### src/logic/adcctl_defines.vh
// Operation
// Lead codes 0-3 fire code+1 core clocks early
// Resolution field picks 12, 10, 8, 6 bits
// Core period is twice divider, minimum two
// Level-sensitive trigger keeps converting while asserted
// Edge-sensitive trigger converts once per rising edge
// Twenty-one sensitivity bits across low and high registers
// High sensitivity register upper bits read zero
// Enable bit gates each channel's early interrupt
// Sensitivity and enable bits read/write, reset zero
// Enables for inputs 16-20 in high register
// Flag sets on early interrupt, clears on read
// Lead codes 4-7 fire five to eight early
// Software avoids leads longer than the conversion
// Divider even duty, reloads at period boundary
`ifndef ADCCTL_DEFINES_VH
`define ADCCTL_DEFINES_VH

// ****************************************************************
// Register word indices
// ****************************************************************
`define ADCCTL_IDX_CORE_CTL_HIGH 3'h0
`define ADCCTL_IDX_LVL_LOW 3'h1
`define ADCCTL_IDX_LVL_HIGH 3'h2
`define ADCCTL_IDX_EIE_LOW 3'h3
`define ADCCTL_IDX_EIE_HIGH 3'h4
`define ADCCTL_IDX_FLAG_LOW 3'h5
`define ADCCTL_IDX_FLAG_HIGH 3'h6
`define ADCCTL_IDX_STATUS 3'h7

// ****************************************************************
// Field positions of the core control register
// ****************************************************************
`define ADCCTL_LEAD_MSB 12
`define ADCCTL_LEAD_LSB 10
`define ADCCTL_RES_MSB 9
`define ADCCTL_RES_LSB 8
`define ADCCTL_DIV_MSB 6
`define ADCCTL_DIV_LSB 0

// ****************************************************************
// Reset values and widths
// ****************************************************************
`define ADCCTL_CORE_CTL_RESET 16'h0000
`define ADCCTL_CHAN_RESET 21'h000000
`define ADCCTL_NCHAN 21
`define ADCCTL_HIGH_BITS 5

// ****************************************************************
// Resolution codes and conversion timing in core clocks
// ****************************************************************
`define ADCCTL_RES_12 2'h3
`define ADCCTL_RES_10 2'h2
`define ADCCTL_RES_8 2'h1
`define ADCCTL_RES_6 2'h0
`define ADCCTL_CONV_OVERHEAD 4'h2

`endif

### src/logic/adcctl_clkdiv.v
`timescale 1ns/1ns
`default_nettype none

// ****************************************************************
// Core clock divider
// ****************************************************************
module adcctl_clkdiv (
    input wire mclk_in,
    input wire rst_in,
    input wire [6:0] div_in,
    output reg core_clk_out,
    output reg core_tick_out
);

    reg [6:0] half_reg; // Active half period in source clocks
    reg [6:0] cnt_reg; // Source clocks within current half
    wire [6:0] div_eff; // Zero behaves as one

    assign div_eff = (div_in == 7'h00) ? 7'h01 : div_in;

    // Count half periods, toggle the clock, reload at period end
    always @(posedge mclk_in) begin
        if (rst_in) begin
            half_reg <= 7'h01;
            cnt_reg <= 7'h00;
            core_clk_out <= 1'b0;
            core_tick_out <= 1'b0;
        end else begin
            core_tick_out <= 1'b0;
            if (cnt_reg + 7'h01 >= half_reg) begin
                cnt_reg <= 7'h00;
                core_clk_out <= ~core_clk_out; // Equal halves
                if (core_clk_out) begin
                    // Falling edge closes a period: tick and reload
                    core_tick_out <= 1'b1;
                    half_reg <= div_eff;
                end
            end else begin
                cnt_reg <= cnt_reg + 7'h01;
            end
        end
    end

endmodule

`default_nettype wire

### src/logic/adcctl_core.v
// Chosen here: the placing of the registers and the strobed register port.
`timescale 1ns/1ns
`default_nettype none
`include "adcctl_defines.vh"

// ****************************************************************
// Converter core timing and trigger control
// ****************************************************************
module adcctl_core (
    input wire mclk_in,
    input wire rst_in,
    input wire [2:0] addr_in,
    input wire [15:0] wdata_in,
    input wire wr_in,
    input wire rd_in,
    output reg [15:0] rdata_out,
    input wire [20:0] trig_in,
    input wire [20:0] buf_read_in,
    output wire core_clk_out,
    output reg early_irq_out,
    output reg [4:0] early_irq_chan_out,
    output reg result_ready_out,
    output reg [4:0] ready_chan_out,
    output reg busy_out
);

    // ****************************************************************
    // Decoding functions
    // ****************************************************************

    // Lowest numbered requesting channel
    function [4:0] first_chan;
        input [20:0] req;
        integer k;
        begin
            first_chan = 5'h00;
            for (k = 20; k >= 0; k = k - 1) begin
                if (req[k]) begin
                    first_chan = k[4:0];
                end
            end
        end
    endfunction

    // Conversion length in core clocks from the resolution code
    function [3:0] conv_len;
        input [1:0] res;
        begin
            case (res)
                `ADCCTL_RES_12: conv_len = 4'hc + `ADCCTL_CONV_OVERHEAD;
                `ADCCTL_RES_10: conv_len = 4'ha + `ADCCTL_CONV_OVERHEAD;
                `ADCCTL_RES_8: conv_len = 4'h8 + `ADCCTL_CONV_OVERHEAD;
                default: conv_len = 4'h6 + `ADCCTL_CONV_OVERHEAD;
            endcase
        end
    endfunction

    // ****************************************************************
    // Registers and state
    // ****************************************************************
    localparam ST_IDLE = 1'b0; // Waiting for a trigger
    localparam ST_CONV = 1'b1; // Conversion running

    reg [15:0] core_ctl_reg; // Lead select, resolution, divider
    reg [20:0] lvl_reg; // Per-input level sensitivity
    reg [20:0] eie_reg; // Per-input early interrupt enable
    reg [20:0] flag_reg; // Per-input early interrupt flag
    reg [20:0] flag_next;
    reg [20:0] trig_d_reg; // Trigger of previous cycle
    reg [20:0] pend_reg; // Latched edge requests
    reg state_reg;
    reg [3:0] remain_reg; // Core clocks to result ready
    reg [4:0] chan_reg; // Channel being converted

    wire core_tick; // One cycle per core clock period
    wire [2:0] lead_sel;
    wire [3:0] lead_cnt; // Core clocks of lead
    wire [20:0] req; // Channels asking for a conversion
    wire [20:0] edge_hit; // Rising edges on triggers
    wire start; // Conversion begins this cycle
    wire early_now; // Early point reached this cycle
    wire [4:0] start_chan;
    wire [3:0] start_len;

    assign lead_sel = core_ctl_reg[`ADCCTL_LEAD_MSB:`ADCCTL_LEAD_LSB];
    assign lead_cnt = {1'b0, lead_sel} + 4'h1; // see R1
    assign start = core_tick && (state_reg == ST_IDLE) && (req != 21'h000000);
    assign start_chan = first_chan(req);
    assign start_len = conv_len(core_ctl_reg[`ADCCTL_RES_MSB:`ADCCTL_RES_LSB]);

    // ****************************************************************
    // Core clock divider
    // ****************************************************************
    adcctl_clkdiv u_div (
        .mclk_in(mclk_in),
        .rst_in(rst_in),
        .div_in(core_ctl_reg[`ADCCTL_DIV_MSB:`ADCCTL_DIV_LSB]),
        .core_clk_out(core_clk_out),
        .core_tick_out(core_tick)
    );

    // ****************************************************************
    // Trigger sensitivity per channel
    // ****************************************************************
    genvar g;
    generate
        for (g = 0; g < `ADCCTL_NCHAN; g = g + 1) begin : g_trig
            // Edge detect on the synchronous trigger input
            assign edge_hit[g] = trig_in[g] & ~trig_d_reg[g];
            // Level mode asks while high, edge mode asks once
            assign req[g] = lvl_reg[g] ? trig_in[g] : pend_reg[g]; // see R4
        end
    endgenerate

    // Latch edges until the conversion of that channel starts
    always @(posedge mclk_in) begin
        if (rst_in) begin
            trig_d_reg <= `ADCCTL_CHAN_RESET;
            pend_reg <= `ADCCTL_CHAN_RESET;
        end else begin
            trig_d_reg <= trig_in;
            pend_reg <= (pend_reg | edge_hit) &
                ~(start ? (21'h000001 << start_chan) : 21'h000000) &
                ~lvl_reg;
        end
    end

    // ****************************************************************
    // Conversion sequencer in core clock steps
    // ****************************************************************
    // Early point: reached while counting, or at once if lead covers it
    assign early_now = core_tick && (
        (state_reg == ST_IDLE && start && start_len <= lead_cnt) ||
        (state_reg == ST_CONV && remain_reg == lead_cnt + 4'h1)); // see R1

    always @(posedge mclk_in) begin
        if (rst_in) begin
            state_reg <= ST_IDLE;
            remain_reg <= 4'h0;
            chan_reg <= 5'h00;
            early_irq_out <= 1'b0;
            early_irq_chan_out <= 5'h00;
            result_ready_out <= 1'b0;
            ready_chan_out <= 5'h00;
            busy_out <= 1'b0;
        end else begin
            early_irq_out <= 1'b0;
            result_ready_out <= 1'b0;
            case (state_reg)
                ST_IDLE: begin
                    if (start) begin
                        state_reg <= ST_CONV;
                        remain_reg <= start_len;
                        chan_reg <= start_chan;
                        busy_out <= 1'b1;
                        if (early_now && eie_reg[start_chan]) begin
                            early_irq_out <= 1'b1;
                            early_irq_chan_out <= start_chan;
                        end
                    end
                end
                ST_CONV: begin
                    if (core_tick) begin
                        remain_reg <= remain_reg - 4'h1;
                        if (early_now && eie_reg[chan_reg]) begin
                            early_irq_out <= 1'b1;
                            early_irq_chan_out <= chan_reg;
                        end
                        if (remain_reg == 4'h1) begin
                            // Result ready: hand the channel back
                            state_reg <= ST_IDLE;
                            busy_out <= 1'b0;
                            result_ready_out <= 1'b1;
                            ready_chan_out <= chan_reg;
                        end
                    end
                end
                default: begin
                    state_reg <= ST_IDLE;
                end
            endcase
        end
    end

    // ****************************************************************
    // Early interrupt flags
    // ****************************************************************
    // Buffer read clears, software write loads, a new event wins
    always @* begin
        flag_next = flag_reg & ~buf_read_in;
        if (wr_in && addr_in == `ADCCTL_IDX_FLAG_LOW) begin
            flag_next[15:0] = wdata_in;
        end
        if (wr_in && addr_in == `ADCCTL_IDX_FLAG_HIGH) begin
            flag_next[20:16] = wdata_in[`ADCCTL_HIGH_BITS-1:0];
        end
        if (early_now && eie_reg[start ? start_chan : chan_reg]) begin
            flag_next = flag_next |
                (21'h000001 << (start ? start_chan : chan_reg));
        end
    end

    // ****************************************************************
    // Register writes
    // ****************************************************************
    always @(posedge mclk_in) begin
        if (rst_in) begin
            core_ctl_reg <= `ADCCTL_CORE_CTL_RESET;
            lvl_reg <= `ADCCTL_CHAN_RESET;
            eie_reg <= `ADCCTL_CHAN_RESET;
            flag_reg <= `ADCCTL_CHAN_RESET;
        end else begin
            flag_reg <= flag_next;
            if (wr_in) begin
                case (addr_in)
                    `ADCCTL_IDX_CORE_CTL_HIGH: begin
                        core_ctl_reg <= wdata_in & 16'h1f7f; // Gaps stay zero
                    end
                    `ADCCTL_IDX_LVL_LOW: begin
                        lvl_reg[15:0] <= wdata_in;
                    end
                    `ADCCTL_IDX_LVL_HIGH: begin
                        lvl_reg[20:16] <= wdata_in[4:0];
                    end
                    `ADCCTL_IDX_EIE_LOW: begin
                        eie_reg[15:0] <= wdata_in;
                    end
                    `ADCCTL_IDX_EIE_HIGH: begin
                        eie_reg[20:16] <= wdata_in[4:0];
                    end
                    default: begin
                        core_ctl_reg <= core_ctl_reg;
                    end
                endcase
            end
        end
    end

    // ****************************************************************
    // Register reads, data in the following cycle
    // ****************************************************************
    always @(posedge mclk_in) begin
        if (rst_in) begin
            rdata_out <= 16'h0000;
        end else if (rd_in) begin
            case (addr_in)
                `ADCCTL_IDX_CORE_CTL_HIGH: rdata_out <= core_ctl_reg;
                `ADCCTL_IDX_LVL_LOW: rdata_out <= lvl_reg[15:0];
                `ADCCTL_IDX_LVL_HIGH: rdata_out <= {11'h000, lvl_reg[20:16]};
                `ADCCTL_IDX_EIE_LOW: rdata_out <= eie_reg[15:0];
                `ADCCTL_IDX_EIE_HIGH: rdata_out <= {11'h000, eie_reg[20:16]};
                `ADCCTL_IDX_FLAG_LOW: rdata_out <= flag_reg[15:0];
                `ADCCTL_IDX_FLAG_HIGH: rdata_out <= {11'h000, flag_reg[20:16]};
                default: rdata_out <= {10'h000, busy_out, chan_reg}; // Status word
            endcase
        end else begin
            rdata_out <= 16'h0000;
        end
    end

endmodule

`default_nettype wire

### config.mk
export PLATFORM = sky130hd
export DESIGN_NAME = adcctl_core
export DESIGN_NICKNAME = d
export VERILOG_FILES = /design/src/logic/adcctl_clkdiv.v /design/src/logic/adcctl_core.v
export VERILOG_INCLUDE_DIRS = /design/src /design/src/logic
export SDC_FILE = /design/constraint.sdc
export NUM_CORES = 1
export LEC_CHECK = 0
export BUFFER_PORTS_ARGS = -buffer_cell sky130_fd_sc_hd__buf_2
export CELL_PAD_IN_SITES_DETAIL_PLACEMENT = 2
export CELL_PAD_IN_SITES_GLOBAL_PLACEMENT = 2
export CORE_MARGIN = 2
export CORE_UTILIZATION = 31
export DETAILED_ROUTE_END_ITERATION = 10
export PLACE_DENSITY = 0.74
export SLEW_MARGIN = 25
export SYNTH_ARGS = -nofsm -noshare
export SYNTH_HDL_FRONTEND = slang
export SYNTH_SLANG_ARGS = --single-unit
### constraint.sdc
create_clock -name mclk_in -period 3.2 [get_ports mclk_in]
set_input_delay 0.16 -clock mclk_in [delete_from_list [all_inputs] [get_ports mclk_in]]
set_output_delay 0.16 -clock mclk_in [all_outputs]
set_load 0.01 [all_outputs]
Word level (Yosys, flattened, before mapping)
Cells that the tools add are included.
- flip-flop bits (word level): 172
- bits in latches: 0
- RAM bits: 0
- bits in read-only memories: 0
- bits of input ports: 65
- output and inout bits: 30
- logic and storage cells: 211
- memories kept: 0
- add/sub/neg operators: 4
- $mul: 0
- div/mod/pow operators: 0
- magnitude comparators: 5
- eq/ne operators: 16
- shift-type cells: 2
- mux-type cells: 79
- bitwise operators: 55
- reductions and logical operators: 29
- operator list (cell ; number):
    two-way mux 5 bit ; 27
    one-hot mux 16 bit (7 select lines) ; 1
    AND 21 bit ; 3
    inverter 21 bit ; 3
    two-way mux 21 bit ; 2
    OR 21 bit ; 2
    << shifter 1 x 5 -> 21 bit (first input constant) ; 2
    two-way mux 1 bit ; 36
    inverter 1 bit ; 26
    AND 1 bit ; 21
    nonzero test 21 bit ; 1
    less-than comparator 5 x 6 -> 1 bit (second input constant) ; 3
    two-way mux 16 bit ; 1
    binary-select mux 1 bit (select 5 bit) ; 3
    AND reduction 2 bit ; 7
    logical AND 1 bit ; 11
    one-hot mux 5 bit (2 select lines) ; 1
    equality test 3 bit (second input constant) ; 3
    one-hot mux 3 bit (3 select lines) ; 1
    two-way mux 4 bit ; 2
    != test 2 x 1 -> 1 bit (second input constant) ; 4
    one-hot mux 4 bit (2 select lines) ; 1
    adder 7 x 1 -> 7 bit (second input constant) ; 1
    >= comparator 7 bit ; 1
    20 further kinds ; 27

Logic depth before layout (Yosys ltp)
Gate-level depths: netlist of the first run.
- word-level depth: 28
- gate-level depth with buffers: 15
- mapped depth without buffers: 14

Hierarchy
Synthesis of the first run repeated with hierarchy kept, for this count alone.
- cell total of the unflattened synthesis: 1001
- area, all modules: 8470.6 µm²
- by module, submodules not included (module ; instances ; cells each ; area an instance (µm²) ; sequential area each (µm²)):
    adcctl_core ; 1 ; 910 ; 7628.6 ; 3123.0
    adcctl_clkdiv ; 1 ; 91 ; 842.1 ; 320.3

Worst setup path before layout of the first run
Ideal clock, no wire load.
- path kind: register to register
- start point: register lvl_reg[0]
- end point: register early_irq_chan_out[1]
- setup time: 0.132 ns
- arrival time: 2.858 ns
- required time: 3.068 ns
- setup slack: 0.210 ns
- stages on the path, launching flop included: 12
- buffers on the path: 1
- period minus slack after synthesis: 2.990 ns
- cells stage by stage: dfxtp_1 > mux2i_2 > nand4_2 > nor4_4 > a21oi_4 > mux2_4 > a211o_1 > a22o_1 > o21ai_2 > nand2b_4 > buf_6 > o31ai_2
- cells in the longest elaborated chain, start to end: 10
- elaborated cells between the ends (all ways): 19
- those cells by class: eq/ne: 3; mux: 7; reduce/logical: 9
- RTL lines (element ; line ; RTL):
    start, declared ; adcctl_core.v:65 ; reg [20:0] lvl_reg;
    start signal, assigned ; adcctl_core.v:209 ; lvl_reg <= `ADCCTL_CHAN_RESET;
    start signal, assigned ; adcctl_core.v:220 ; lvl_reg[15:0] <= wdata_in;
    two-way mux 1 bit * ; adcctl_core.v:111 ; assign req[g] = lvl_reg[g] ? trig_in[g] : pend_reg[g];
    parallel branches: the longest is 9 deep, another holds two-way mux 5 bit ; -- ;
    end signal, assigned ; adcctl_core.v:158 ; early_irq_chan_out <= start_chan;
    end signal, assigned ; adcctl_core.v:167 ; early_irq_chan_out <= chan_reg;
    end, declared ; adcctl_core.v:21 ; output reg [4:0] early_irq_chan_out,
Every way passes the cells marked *. The select of a mux whose other input is x is not followed.
A chain may end at the register's enable or synchronous reset.

Worst setup path after layout of the first run
- start point: register lvl_reg[0]
- end point: register flag_reg[8]
- cells in the longest elaborated chain, start to end: 9
- elaborated cells between the ends (all ways): 15
- those cells by class: shift: 1; mux: 6; bitwise: 1; reduce/logical: 7
- RTL lines (element ; line ; RTL):
    two-way mux 1 bit * ; adcctl_core.v:111 ;
    parallel branches: the longest is 7 deep, another holds nonzero test 21 bit ; -- ;
    two-way mux 21 bit * ; adcctl_core.v:197 ; if (early_now && eie_reg[start ? start_chan : chan_reg]) begin
    end signal, assigned ; adcctl_core.v:211 ; flag_reg <= `ADCCTL_CHAN_RESET;
    end signal, assigned ; adcctl_core.v:213 ; flag_reg <= flag_next;
    end, declared ; adcctl_core.v:67 ; reg [20:0] flag_reg;
Marked as above.

==> metrics, run 1 <==
Clock Latency Late Sink 0.44 ns; Critical R2R Launch lvl_reg[0]; slowest stage delay, CP 0.40 ns; Layout Nets 1,270; core footprint 0.0268 mm2; Hold WS 0.0268 ns; Worst Setup End Kind register; nature of the critical path startpoint register; clock skew 0.0122 ns; f_max 0.292 GHz; Yosys reg bits 172; max-capacitance violation count 0; failing checks negative setup slack; Register-to-Register Path Depth 13; die span in x 169 um; Critical Path AT 3.80 ns; most frequent cells after synthesis dfxtp_1, nand2_1, a21oi_1; Crit-path slowest cell dfxtp_1; final hold viol count 0; Final Setup Violations 26; Syn Nets 1,068; CTS tree done; Die Footprint 0.0285 mm2; Mapped Cells 989; Final ANT Viol Nets 0; htree depth 4; unrepaired setup endpoints after global routing yes; Routed WL 39,000 um; Yosys cell types 77; total CTS buffers 17; ratio of cells with drive above 1 in the final layout 29.7%; Synth area leaders dfxtp_1, a21oi_1, mux2i_1, nand2_1, nor2_1; Main synth FF type dfxtp_1; Critical Path RT 3.57 ns; Crit Path Category reg -> reg; Max Root-Sink Buffers 2; All-Layer GR Usage 25.5%; Register-to-Register Setup Slack -0.23 ns; Layout area overhead 33.9%; Ports 95; post-synthesis sequential area ratio 40.9%; CTS clk-pin slew, worst paths 0.08 ns; WL/cell 25.2 um; R2R Path End flag_reg[8]; routed via count 8,684; Non-Filler Instances 1,546; port bufs 94; drt pass-1 iters 5; Die Height 169 um; DRC Markers 0; initial drt markers 619; Final Util 42.0%; vias in the first global route 9,192; VDD IR max 0.317 mV; hold endpoint eie_reg[11]; YS warnings 0; relative slew slack 37.3%; total chip power 5.96 mW; Placed Cells 1,471; Placed Area 0.00986 mm2; first-pass GRT wire length 54,800 um; initial antenna violation count 1; Async S/R FF share, synth 0%; Layout fillers 2,945; Starting Density 31.4%; share of the synthesized area in the top cell type 40.9%; hold path startpoint wdata_in[11]; Pleak 4.50 nW; Pwr Density 529 mW/mm2; pin slew with the least headroom to its limit 0.933 ns; worst hold path cell count 3; Post-synth EDFFs 0; outcome finished, violations left; Mean Syn Cell Area 8.51 um2; HPWL after DPL 25,900 um; Pins Over Slew Limit 0; DR vias/cell 5.62; Fin Setup TNS -3.83 ns; critical path peak fanout 7; design area 0.0113 mm2; crit path cell chain mux2i_2 > nand4_4 > nor4_4 > buf_4 > a21oi_4 > mux2i_4 > and4b_1 > a211o_1 > a22oi_2 > buf_6 > o211ai_4 > or3_1 > a21oi_1; synthesized area 0.00841 mm2; most common cell in the netlist dfxtp_1; largest net degree at the start of global routing 72; row count 60; clk sinks 172; largest area contributor in the netlist dfxtp_1; HP Class in -> reg; Remaining Overflow, GRT 0; PnR worst setup slack -0.227 ns; GPL Wtd Cong 0.872; Final Cycle Share 107%; pre-CTS setup slack -0.204 ns; Period minus WS final 3.43 ns; Clock Tree Root clkbuf_16
-- report_power, final --
| group | internal, mW | switching [mW] |
|---|---|---|
| combinational | 0.548 | 0.836 |
| sequential | 2.23 | 0.0944 |
| clock | 1.25 | 1.01 |
-- metal layers --
metal	track usage, %	vias up	part of all wire [%]
li1	-	3899	-
met4	12.3	0	3.7
met5	0	-	0
met1	31.8	4418	43
met3	3.44	79	4.4
met2	43.4	288	49
-- worst max-delay path by stage --
stage | start | endpoint | slack (ns)
2_1_floorplan | lvl_reg[0] | early_irq_chan_out[1] | 0.21
3_3_place_gp | lvl_reg[15] | flag_reg[10] | -0.14
3_5_place_dp | lvl_reg[15] | early_irq_chan_out[2] | -0.20
4_1_cts | lvl_reg[8] | flag_reg[6] | -0.07
5_1_grt | lvl_reg[0] | flag_reg[8] | -0.28
6_report | lvl_reg[0] | flag_reg[8] | -0.23
-- critical path, delay by kind of cell, from the launching register on --
kind	cells	cell delay, ns
DFF	1	0.40
muxes	2	0.59
and+or+nand+nor	4	1.15
AOI/OAI and AO/OA	5	0.84
buffers and inverters	2	0.37
-- area by class of cell --
class	instances	area (um2)	area share, %
multi-input cells	734	5050	44.9
flip-flops and latches	172	3460	30.7
repair buffers	233	1590	14.1
clock buffers	18	429	3.81
well taps	341	427	3.79
clock inverters	14	181	1.61
inverters	33	124	1.10
diodes	1	2.50	0.0222
-- timing repair --
item,in CTS,in global routing
resized for setup,38,49
hold endpoints to repair,16,0
setup buffers,10,14
cloned,1,1
pin swaps,13,20
setup endpoints to repair,27,29
hold buffers,16,0
-- layout by cell type, fill, tap and decap left out, drive strengths merged, types with 10 or more instances in the layout --
cell	n
nor2	91
nor2b	40
ha	14
nand3	10
nand2b	16
o22ai	11
or3	11
dlygate4sd3	16
dfxtp	172
o21ai	35
mux2	16
inv	39
mux2i	57
nor3	12
buf	217
a2111oi	19
clkbuf	18
nand2	137
nor3b	21
a21oi	123
-- cells by family after synthesis --
kind of cell,after synthesis,share of synthesized area [%]
AND/OR/NAND/NOR,380,22.7
buffers and inverters,85,3.93
flip-flops,172,40.9
AO/OA/AOI/OAI,251,19.3
adder cells (fa/ha/maj),14,2.08
XOR/XNOR,11,1.15
multiplexers,76,9.96
Power figures use the tool's default switching activity.
==> run 2: changes to the inputs <==
CORE_UTILIZATION = 32   (was 31)
PLACE_DENSITY = 0.76   (was 0.74)
==> run 2 against run 1 <==
  * The flow still finishes with violations (negative setup slack)
  * Register-to-register slack barely moved
  * Sequential share of layout area is 0.48 points higher
  * Via count decreased by 0.96%
  * Largest power group unchanged
  * First-iteration DRC count fell by 8.7%
  * Wire length down 2.1%
  * Cell area decreased by 1.6%
  * Non-clock buffer count fell by 15
  * Critical endpoint unchanged
  * Clock-buffer cell count down 1
  * Setup slack worse by 0.0063 ns
  * Clock power decreased by 6%
  * Hold slack got worse by 0.018 ns
  * Final cell count down 1.4%
==> metrics, run 2 (synthesized netlist as in run 1, its figures left out) <==
WL/cell 25.0 um; Pleak 4.36 nW; GPL Wtd Cong 0.924; row count 59; Die Footprint 0.0276 mm2; Critical Path RT 3.57 ns; Critical R2R Launch lvl_reg[17]; drt pass-1 iters 5; clock skew 0.0222 ns; commonest non-fill, non-tap cells in the layout dfxtp_1, nand2_1, a21oi_1, buf_4, buf_2; critical path peak fanout 7; Max Root-Sink Buffers 2; HPWL after DPL 25,400 um; Non-Filler Instances 1,525; port bufs 94; hold path startpoint trig_in[13]; Crit-path slowest cell dfxtp_1; outcome finished, violations left; Routed WL 38,200 um; Critical Path AT 3.80 ns; nature of the critical path startpoint register; hold endpoint trig_d_reg[13]; Final Cycle Share 107%; CTS clk-pin slew, worst paths 0.07 ns; Layout area overhead 31.7%; All-Layer GR Usage 26.3%; relative slew slack 37.8%; clk sinks 172; slowest stage delay, CP 0.36 ns; htree depth 4; Pwr Density 525 mW/mm2; R2R Path End flag_reg[8]; VDD IR max 0.336 mV; die span in x 166 um; HP Class in -> reg; most common cell after layout, fill and taps aside dfxtp_1; unrepaired setup endpoints after global routing yes; core footprint 0.0259 mm2; initial drt markers 565; crit path cell chain mux2_4 > nor4b_4 > nor2b_1 > buf_4 > a21oi_4 > mux2i_4 > and4b_1 > a211o_1 > a22oi_2 > buf_4 > o211ai_4 > or3_1 > a21oi_1; Worst Setup End Kind register; Fin Setup TNS -3.73 ns; CP most frequent cell buf_4; DRC Markers 0; largest net degree at the start of global routing 78; Starting Density 32.5%; Clock Tree Root clkbuf_16; Placed Cells 1,447; Layout Nets 1,256; Register-to-Register Setup Slack -0.23 ns; Final Util 42.8%; ratio of cells with drive above 1 in the final layout 28.7%; routed via count 8,601; Final ANT Viol Nets 0; worst hold path cell count 2; vias in the first global route 9,283; failing checks negative setup slack; Final Setup Violations 27; PnR worst setup slack -0.233 ns; final hold viol count 0; Ports 95; Die Height 166 um; n_diodes 0; Layout fillers 2,828; Period minus WS final 3.43 ns; max-capacitance violation count 0; f_max 0.291 GHz; Remaining Overflow, GRT 0; total CTS buffers 17; first-pass GRT wire length 55,900 um; Clock Latency Late Sink 0.45 ns; Crit Path Category reg -> reg; initial antenna violation count 1; Register-to-Register Path Depth 13; CTS tree done; DR vias/cell 5.64; Pins Over Slew Limit 0; pin slew with the least headroom to its limit 0.934 ns
run 2: area by class of cell:
class,instances,area [um2],area share (%)
clock inverter,15,150,1.35
multi-input combinational,735,5040,45.5
clock buffer,17,425,3.84
inverter,33,124,1.12
tap,335,419,3.78
timing repair buffer,218,1470,13.3
sequential,172,3460,31.2
run 2: per-stage QoR:
| step | total power, mW | cell area [um2] | hold WS, ns | setup slack, ns |
|---|---|---|---|---|
| 6_report | 5.82 | 11100 | 0.00921 | -0.233 |
| 5_1_grt | 6.02 | 11100 | 0.00331 | -0.381 |
| 4_1_cts | 5.66 | 10800 | 0.0000231 | -0.0439 |
| 3_5_place_dp | 3.42 | 9710 | 0.407 | -0.466 |
| 3_3_place_gp | 3.38 | 9710 | 0.399 | -0.392 |
| 2_1_floorplan | 2.94 | 8410 | 0.288 | 0.210 |
run 2: timing repair:
action                                  CTS  global route
endpoints found under the setup margin   27            34
buffers inserted                         13            10
resized for setup                        45            39
pin swaps                                15            27
hold endpoints to repair                 20             1
gates cloned                              3             0
hold buffers                             19             1
run 2: worst max path at each step:
stage	from	endpoint	slack (ns)	depth (start not counted)
global route	lvl_reg[4]	flag_reg[8]	-0.38	13
CTS	core_ctl_reg[10]	flag_reg[20]	-0.04	13
finish	lvl_reg[17]	flag_reg[8]	-0.23	13
global placement	lvl_reg[15]	flag_reg[16]	-0.39	11
detailed placement	lvl_reg[15]	flag_reg[16]	-0.47	11
floorplan	lvl_reg[0]	early_irq_chan_out[1]	0.21	11
run 2: critical path: cells and delay by family, from the launching register on:
kind / cells / cell delay, ns
and+or+nand+nor: 4 / 1.17
AOI/OAI and AO/OA: 5 / 0.91
muxes: 2 / 0.58
DFF: 1 / 0.36
buffers and inverters: 2 / 0.34
run 2: per-layer routing:
layer | global-route usage [%] | up-vias | part of all wire, %
met4 | 11.0 | 0 | 4.4
met2 | 44.7 | 296 | 48
met3 | 4.24 | 103 | 4.9
li1 | - | 3867 | -
met5 | 0 | - | 0
met1 | 33.1 | 4335 | 42
run 2: where the power goes:
group,internal (mW),switching (mW)
registers,2.23,0.0945
logic,0.528,0.841
clock network,1.10,1.03
total,3.85,1.97
==> run 3: changes to the inputs <==
CORE_UTILIZATION = 38   (was 32)
PLACE_DENSITY = 0.84   (was 0.76)
SYNTH_HIERARCHICAL = 1   (was not set)
clock period = 4 ns   (was 3.2 ns; I/O delays follow)
==> run 3 against run 2 <==
  * The flow now finishes without violations
  * Synthesized area is 0.68% higher
  * Die area down 15%
  * Clock-buffer cell count up 1
  * Critical path type unchanged
  * Largest cell class unchanged
  * Largest power group is now the clock network
==> metrics, run 3 <==
outcome complete, no violations; Layout area overhead 17.3%; most frequent cells after synthesis dfxtp_1, a21oi_1, nand2_1; DR vias/cell 6.03; most common cell in the netlist dfxtp_1; initial antenna violation count 1; Pwr Density 442 mW/mm2; Critical Path RT 4.37 ns; Worst Setup End Kind register; PnR worst setup slack 0.129 ns; most common cell after layout, fill and taps aside dfxtp_1; Yosys reg bits 172; Die Footprint 0.0235 mm2; Clock Tree Root clkbuf_16; die span in x 153 um; DRC Markers 0; crit path cell chain mux2i_1 > o211ai_1 > a41oi_1 > or3_1 > nand2_1 > o31ai_1 > a41oi_1 > o211ai_4 > nand3_2 > a211oi_2; Pins Over Slew Limit 0; pin slew with the least headroom to its limit 1.13 ns; final hold viol count 0; critical path peak fanout 11; Pleak 3.83 nW; ratio of cells with drive above 1 in the final layout 18.2%; commonest non-fill, non-tap cells in the layout dfxtp_1, nand2_1, a21oi_1, nor2_1, buf_2; Async S/R FF share, synth 0%; YS warnings 6; Period minus WS final 3.87 ns; Final Cycle Share 96.8%; htree depth 4; clock skew 0.0132 ns; hold path startpoint trig_in[13]; Buf/Inv on CP 0; synthesized area 0.00847 mm2; Mapped Cells 1,001; Clock Latency Late Sink 0.45 ns; Final Setup Violations 0; slowest stage delay, CP 0.76 ns; Fin Setup TNS 0 ns; Starting Density 38.8%; Post-synth EDFFs 0; max-capacitance violation count 0; port bufs 94; post-synthesis sequential area ratio 40.6%; largest net degree at the start of global routing 70; HP Class in -> reg; Critical Path AT 4.24 ns; HPWL after DPL 25,300 um; f_max 0.258 GHz; Layout fillers 2,445; Ports 95; n_diodes 0; Worst Setup SP lvl_reg[15]; Final ANT Viol Nets 0; CP most frequent cell a41oi_1; vias in the first global route 8,948; Crit-path slowest cell o31ai_1; Crit Path Category reg -> reg; All-Layer GR Usage 30.5%; pre-CTS setup slack 0.310 ns; relative slew slack 24.7%; drt pass-1 iters 5; row count 54; Die Height 153 um; GPL Wtd Cong 0.935; clk sinks 172; Critical R2R Launch lvl_reg[15]; CTS clk-pin slew, worst paths 0.08 ns; share of the synthesized area in the top cell type 40.6%; first-pass GRT wire length 54,700 um; CP delay by family, top compound AO/OA/AOI/OAI gates; core footprint 0.0218 mm2; routed via count 8,345; largest area contributor in the netlist dfxtp_1; Main synth FF type dfxtp_1; WL/cell 25.9 um; initial drt markers 601; Routed WL 35,800 um; total chip power 4.39 mW; Remaining Overflow, GRT 0; Mean Syn Cell Area 8.46 um2; Synth area leaders dfxtp_1, mux2i_1, a21oi_1, nand2_1, nor2_1; CTS tree done; Max Root-Sink Buffers 2; total CTS buffers 17; Layout Nets 1,169; Yosys cell types 79; nature of the critical path startpoint register; VDD IR max 0.215 mV; Syn Nets 1,080
-- run 3: cell types whose count changed in the layout (fill, tap and decap cells not counted), moves of 6 or more --
cell           previous run  this run
nor2_1                   88        98
inv_1                    33        44
dfxtp_2                   7         0
buf_4                   103        27
or2_2                     9         2
nand2b_1                 13        21
mux2i_1                  46        65
dfxtp_1                 164       172
nand2_1                 135       120
dlygate4sd3_1            20         3
mux2_4                    6         0
a31oi_1                   8        15
nand3_1                  10        24
-- run 3: final cells by class --
class / count / area, um2 / share of cell area (%)
clock inverter: 14 / 205 / 2.06
tap: 280 / 350 / 3.52
inverter: 45 / 169 / 1.70
timing repair buffer: 123 / 698 / 7.02
sequential: 172 / 3440 / 34.6
multi-input combinational: 731 / 4630 / 46.6
clock buffer: 18 / 439 / 4.42
-- run 3: per-stage QoR --
stage	hold slack, ns	util [%]	instances	area (um2)
finish	0.00455	45.5	1383	9940
global route	0.0203	45.5	1383	9940
CTS	0.00235	45.3	1378	9880
detailed placement	0.453	42.2	1344	9220
global placement	0.439	42.2	1344	9220
floorplan	0.328	-	1001	8470
-- run 3: cell families after synthesis --
| logic type | after synthesis | share of synthesized area (%) |
|---|---|---|
| compound gates | 244 | 18.7 |
| xor+xnor | 10 | 1.03 |
| fa+ha+maj | 14 | 2.07 |
| buf+inv | 98 | 4.87 |
| flops | 172 | 40.6 |
| mux | 84 | 10.8 |
| simple gates | 379 | 21.9 |
-- run 3: power by group --
group / internal (mW) / switching [mW] / leakage (nW)
logic: 0.230 / 0.445 / 2.11
clock network: 1.08 / 0.802 / 0.319
registers: 1.77 / 0.0588 / 1.40
-- run 3: final timing paths --
kind	endpoint	slack (ns)	cells past startpoint
max	early_irq_chan_out[3]	0.13	10
max reg2reg	early_irq_chan_out[3]	0.13	10
min	trig_d_reg[13]	0.005	2
min reg2reg	u_div/half_reg[3]	0.49	2
-- run 3: routing by layer --
layer | global-route usage, % | part of all wire, % | vias up
met2 | 50.5 | 48 | 303
li1 | - | - | 3703
met4 | 16.8 | 5.4 | 0
met3 | 5.39 | 5.1 | 90
met5 | 0 | 0 | -
met1 | 37.8 | 41 | 4249
-- run 3: repair_timing --
item                                   in CTS  in global routing
buffers inserted                            0                  4
endpoints found under the hold margin       2                  1
hold buffers                                2                  1
setup endpoints to repair                   0                  7
resized for setup                           0                  2
